===== config.mk =====
export PLATFORM = sky130hd
export DESIGN_NAME = otp_program_sequencer
export DESIGN_NICKNAME = d
export VERILOG_FILES = /design/src/hw/nv_seq_pkg.sv /design/src/hw/otp_program_sequencer.sv
export SDC_FILE = /design/constraint.sdc
export NUM_CORES = 1
export LEC_CHECK = 0
export BUFFER_PORTS_ARGS = -buffer_cell sky130_fd_sc_hd__buf_2
export CORE_AREA = 2 2 200 202
export DETAILED_ROUTE_END_ITERATION = 8
export DIE_AREA = 0 0 202 204
export PLACE_DENSITY_LB_ADDON = 0.15
export SETUP_SLACK_MARGIN = 0.05
export SYNTH_ARGS = -nofsm -noshare
export SYNTH_HDL_FRONTEND = slang
export SYNTH_SLANG_ARGS = --single-unit

===== constraint.sdc =====
create_clock -name mclk -period 3.6 [get_ports mclk]
set_input_delay 0.18 -clock mclk [delete_from_list [all_inputs] [get_ports mclk]]
set_output_delay 0.18 -clock mclk [all_outputs]
set_load 0.01 [all_outputs]

===== src/hw/nv_seq_pkg.sv =====
// constants for the nonvolatile program sequencer
package nv_seq_pkg;
   localparam logic [7:0] NV_IMAGE_FIRST_ADDR  = 8'h07;
   localparam logic [7:0] NV_IMAGE_LAST_ADDR   = 8'h15;
   localparam logic [7:0] NV_BURN_ADDR         = 8'h78;
   localparam logic [7:0] NV_RELOAD_ADDR       = 8'h79;
   localparam logic [7:0] NV_BURN_KEY          = 8'hA5;
   localparam logic [7:0] NV_RELOAD_KEY        = 8'h5A;
   localparam int         CTRL_INHIBIT_BIT     = 6;
   localparam int         NV_MAX_PROGRAMS      = 6;
   localparam int         CLK_HZ               = 40000000;
   localparam int         BURN_TIME_US         = 20000;
   localparam int         BURN_CYCLES          = (BURN_TIME_US * (CLK_HZ / 1000000));
   localparam int         RELOAD_CYCLES        = 32;
endpackage


===== src/hw/otp_program_sequencer.sv =====
// sequencer for burning and reloading the nonvolatile configuration image
// Functional notes
// - image is registers 0x07 to 0x15, staged by host before burn
// - writing 0xA5 to 0x78 starts burning the staged image
// - after 20ms host reads fail flag; zero success, one failure, retry
// - writing 0x5A to 0x79 reloads working registers from memory
// - control bit 6 suppresses autorefresh while programming runs
// - memory accepts at most six programming operations
`timescale 1ns/1ps
`default_nettype none
module otp_program_sequencer #(
   parameter int BURN_CYCLES_P = nv_seq_pkg::BURN_CYCLES,
   parameter int IMAGE_BYTES   = 15
) (
   input  wire logic                     mclk,
   input  wire logic                     srst,
   input  wire logic                     wr_strobe,
   input  wire logic [7:0]               wr_addr,
   input  wire logic [7:0]               wr_data,
   input  wire logic                     refresh_inhibit,
   input  wire logic                     refresh_request,
   input  wire logic                     program_supply_ok,
   input  wire logic [IMAGE_BYTES*8-1:0] image_staged,
   input  wire logic [IMAGE_BYTES*8-1:0] nv_contents,
   input  wire logic                     nv_write_ok,
   output logic                          nv_write_en,
   output logic [IMAGE_BYTES*8-1:0]      nv_write_data,
   output logic                          reload_en,
   output logic [IMAGE_BYTES*8-1:0]      reload_data,
   output logic                          refresh_allow,
   output logic                          program_fail_flag,
   output logic                          busy,
   output logic [2:0]                    program_count
);
   // ----------------------------------------------------------
   // parameter checks
   // ----------------------------------------------------------
   localparam int IMAGE_SPAN = int'(nv_seq_pkg::NV_IMAGE_LAST_ADDR) - int'(nv_seq_pkg::NV_IMAGE_FIRST_ADDR) + 1;

   // the image must cover exactly the staged register span
   if (IMAGE_BYTES != IMAGE_SPAN) begin : g_bad_image
      $error("image width does not match the staged register span");
   end
   // the countdown needs two cycles to sample the result
   if (BURN_CYCLES_P < 2) begin : g_bad_burn
      $error("burn length below two cycles");
   end

   // ----------------------------------------------------------
   // supply pin synchroniser
   // ----------------------------------------------------------
   logic sup_meta_reg, sup_reg;
   always_ff @(posedge mclk) begin
      if (srst) begin
         sup_meta_reg <= 1'b0;
         sup_reg      <= 1'b0;
      end else begin
         sup_meta_reg <= program_supply_ok;
         sup_reg      <= sup_meta_reg;
      end
   end

   // ----------------------------------------------------------
   // command decode
   // ----------------------------------------------------------
   // true when a register write hits a command address with its key
   function automatic logic cmd_hit(
      input logic       strobe,
      input logic [7:0] addr,
      input logic [7:0] data,
      input logic [7:0] cmd_addr,
      input logic [7:0] cmd_key
   );
      return strobe && (addr == cmd_addr) && (data == cmd_key);
   endfunction

   logic burn_cmd;
   logic reload_cmd;

   assign burn_cmd   = cmd_hit(wr_strobe, wr_addr, wr_data, nv_seq_pkg::NV_BURN_ADDR, nv_seq_pkg::NV_BURN_KEY);
   // reload key decode; other values match neither
   assign reload_cmd = cmd_hit(wr_strobe, wr_addr, wr_data, nv_seq_pkg::NV_RELOAD_ADDR, nv_seq_pkg::NV_RELOAD_KEY);

   // ----------------------------------------------------------
   // sequencer
   // ----------------------------------------------------------
   typedef enum logic [1:0] {IDLE, BURN, RELOAD} seq_e;
   seq_e                     state_reg, state_next;
   logic [31:0]              cnt_reg, cnt_next;
   logic                     fail_reg, fail_next;
   logic [2:0]               count_reg, count_next;
   logic [IMAGE_BYTES*8-1:0] data_reg, data_next;
   logic                     wen_reg, wen_next;
   logic                     ren_reg, ren_next;
   logic [IMAGE_BYTES*8-1:0] rdata_reg, rdata_next;

   // ----------------------------------------------------------
   // sequencer events
   // ----------------------------------------------------------
   logic burn_refused;
   logic burn_start;
   logic burn_last;
   logic burn_bad;
   logic reload_last;

   always_comb begin
      burn_refused = 1'b0;
      burn_start   = 1'b0;
      if (state_reg == IDLE && burn_cmd) begin
         if (count_reg >= 3'(nv_seq_pkg::NV_MAX_PROGRAMS) || !sup_reg) begin
            burn_refused = 1'b1;
         end else begin
            burn_start = 1'b1;
         end
      end
   end

   assign burn_last   = (state_reg == BURN) && (cnt_reg == 32'd0);
   assign reload_last = (state_reg == RELOAD) && (cnt_reg == 32'd0);
   // failure when the array refuses or reads back wrong
   assign burn_bad    = !nv_write_ok || (nv_contents != data_reg);

   // ----------------------------------------------------------
   // sequencer next state
   // ----------------------------------------------------------
   always_comb begin
      state_next = state_reg;
      cnt_next   = cnt_reg;
      fail_next  = fail_reg;
      count_next = count_reg;
      data_next  = data_reg;
      wen_next   = 1'b0;
      ren_next   = 1'b0;
      rdata_next = rdata_reg;
      case (state_reg)
         IDLE: begin
            if (burn_refused) begin
               fail_next = 1'b1;
            end else if (burn_start) begin
               data_next  = image_staged;
               wen_next   = 1'b1;
               count_next = count_reg + 3'd1;
               fail_next  = 1'b0;
               cnt_next   = 32'(BURN_CYCLES_P - 1);
               state_next = BURN;
            end else if (reload_cmd) begin
               cnt_next   = 32'(nv_seq_pkg::RELOAD_CYCLES - 1);
               state_next = RELOAD;
            end
         end
         BURN: begin
            if (burn_last) begin
               fail_next  = burn_bad;
               state_next = IDLE;
            end else begin
               // write enable drops together with busy
               wen_next = 1'b1;
               cnt_next = cnt_reg - 32'd1;
            end
         end
         RELOAD: begin
            if (reload_last) begin
               rdata_next = nv_contents;
               ren_next   = 1'b1;
               state_next = IDLE;
            end else begin
               cnt_next = cnt_reg - 32'd1;
            end
         end
         default: begin
            state_next = IDLE;
         end
      endcase
   end

   // ----------------------------------------------------------
   // state registers
   // ----------------------------------------------------------
   always_ff @(posedge mclk) begin
      if (srst) begin
         state_reg <= IDLE;
         cnt_reg   <= 32'd0;
         fail_reg  <= 1'b0;
         count_reg <= 3'd0;
         data_reg  <= '0;
         wen_reg   <= 1'b0;
         ren_reg   <= 1'b0;
         rdata_reg <= '0;
      end else begin
         state_reg <= state_next;
         cnt_reg   <= cnt_next;
         fail_reg  <= fail_next;
         count_reg <= count_next;
         data_reg  <= data_next;
         wen_reg   <= wen_next;
         ren_reg   <= ren_next;
         rdata_reg <= rdata_next;
      end
   end

   // ----------------------------------------------------------
   // outputs
   // ----------------------------------------------------------
   assign nv_write_en       = wen_reg;
   assign nv_write_data     = data_reg;
   assign reload_en         = ren_reg;
   assign reload_data       = rdata_reg;
   assign program_fail_flag = fail_reg;
   assign busy              = state_reg != IDLE;
   assign program_count     = count_reg;
   assign refresh_allow     = refresh_request && !(refresh_inhibit && state_reg == BURN);
endmodule
`default_nettype wire


==> run metrics <==
crit path cell chain=inv_1 > ha_1 > nor3b_2 > nand2_1 > or3_1 > nor4_4 > and2_4 > buf_12 > nand2_2 > a21oi_2; Routed Antenna Nets=0; routed len/inst=20.44 µm; Synth area leaders=dfxtp_1 (44%), nand2_1 (12%), a21oi_2 (6.9%); CTS resizes=0; CP delay by family, top=simple AND/OR/NAND/NOR gates; Yosys cell types=63; Critical path origin=cnt_reg[0]; Clock H-tree levels=2; Synth Flop Type=dfxtp_1; Worst-Margin Slew=950.5 ps; Syn. warnings=0; run status=completed; FFs w/ async S/R, synth=0%; Yosys reg bits=282; Routed WL=57,510 µm; # clock sinks=282; Leak=0.007917 µW; worst hold-check path type=input pin to flop; DP Wirelength=42,190 µm; Inserted Clock Buffers=34; fill cell count=3,839; DRC viols=0; post-synthesis sequential area ratio=44.43%; Initial Utilization=32.43%; core area=39,180 µm²; worst clock skew=23.89 ps; clk_lat worst skew=540 ps; critical path capture point type=flop; Hold WS=115.3 ps; initial antenna violation count=3; Max Fanout on Critical Path=25; Final min period=3125 ps; die width=202 µm; slowest CP cell=and2_4; RSZ-0062 raised after global routing=no; final hold viol count=0; gr usage total=26.96%; Placed Cells=2,513; Slew Limit Headroom=36.63%; first-pass GRT wire length=83,950 µm; clock buffer depth=3; CP Class=flop to flop; commonest non-fill, non-tap cells in the layout=buf_2 (509), nand2_1 (411), dfxtp_1 (282), dlygate4sd3_1 (241), a21oi_1 (161); Synth Net Count=1,816; crit-path max cell delay=560 ps; hold_sp=srst; I/O Pins=511; Yosys top cell by area=dfxtp_1; post-synth top area share=44.43%; via/cell ratio=4.897; die area=41,210 µm²; Buffers on Ports=510; Max Clock Freq=320.0 MHz; Final nets=2,534; GRT Residual Overflow=0; most common cell after layout, fill and taps aside=buf_2; post-synthesis area per instance=8.214 µm²; Rows=73; Final Slew Violations=0; layout cells sized above 1=34.85%; Worst EP arrival=3580 ps; Final Non-Filler Cells=2,814; CP Data Required Time=4060 ps; Clock Pin Slew Worst Setup and Hold Paths=60 ps; peak supply drop=0.3690 mV; DRT iter0 DRCs=798; first drt pass iteration count=5; Final GP Congestion=0.8996; Setup-failing EPs final=0; vias in the first global route=13,540; r2r startpoint=cnt_reg[0]; largest net degree at the start of global routing=107; worst path bufs/invs=2; Synth Cell Area=12,710 µm²; Period Utilization, post-route=86.80%; Max Cap Viol=0; PD cells=371.6 nW/µm²; CP Launch Type=flop; Root Buffer=clkbuf_16; vias=13,780; CTS tree=built; EDFF count, synth=0; Area Growth Syn to Fin=51.03%; setup TNS=0 ps; chip height=204 µm; synthesized instance count=1,547
[cell type report]
class,count,area (µm²),share of cell area (%)
tap,525,656.9,3.423
multi-input combinational,1115,6339,33.03
inverter,58,217.7,1.134
timing repair buffer,774,5248,27.34
sequential,282,5645,29.42
clock buffer,48,994.7,5.183
clock inverter,10,86.33,0.4498
antenna,2,5.005,0.02608
[stage by stage]
stage	total power [µW]	utilization (%)	worst slack, ps	area (µm²)
global route	7392	48.97	243.2	19190
finish	7131	48.98	475.3	19190
CTS	7219	48.97	486.4	19190
global placement	3597	40.05	568.1	15690
detailed placement	3596	40.05	504.1	15690
floorplan	3314	-	1245	12710
[path summary, 6_finish.rpt]
| path | endpoint | slack, ps | depth (start not counted) |
|---|---|---|---|
| max | reload_data[46] | 480 | 10 |
| min reg2reg | sup_reg | 440 | 1 |
| min | cnt_reg[11] | 120 | 2 |
| max reg2reg | reload_data[46] | 480 | 10 |
[layer usage]
| metal | global-route usage [%] | vias up | routed length, µm |
|---|---|---|---|
| met3 | 6.441 | 116 | 3862 |
| li1 | - | 6627 | - |
| met4 | 12.97 | 2 | 2620 |
| met2 | 43.96 | 534 | 26830 |
| met1 | 33.49 | 6500 | 24180 |
| met5 | 0 | - | 13 |
[worst register-to-register path, stage by stage (launching register included)]
cell and delay, ps:
dfxtp_1 350, inv_1 70, ha_1 220, nor3b_2 300, nand2_1 210, or3_1 530, nor4_4 270, and2_4 560
buf_12 310, nand2_2 90, a21oi_2 130
[kinds of logic after synthesis]
| kind of cell | after synthesis | share of synthesized area [%] |
|---|---|---|
| mux | 1 | 0.07877 |
| compound gates | 365 | 18.99 |
| xor+xnor | 80 | 5.514 |
| fa+ha+maj | 6 | 0.5908 |
| flops | 282 | 44.43 |
| buf+inv | 150 | 5.868 |
| simple gates | 663 | 24.53 |
[cell usage after synthesis, drive strengths merged (18+ instances only)]
cell    count
a21oi     262
clkbuf     75
dfxtp     282
inv        58
nand2     511
nor2       24
nor4       35
o21ai      33
o22ai      18
xnor2      31
xor2       49
[repair_timing]
item | CTS | global route
setup buffers | 0 | 0
hold buffers | 241 | 0
endpoints found under the setup margin | 0 | 0
hold endpoints to repair | 241 | 0
[power by group]
| part | leakage (µW) | internal (µW) | switching, µW |
|---|---|---|---|
| registers | 0.00227 | 3120 | 0.802 |
| logic | 0.00512 | 325 | 296 |
| clock network | 0.000527 | 2000 | 1390 |
| total | 0.00792 | 5440 | 1690 |
Power figures use the tool's default switching activity.
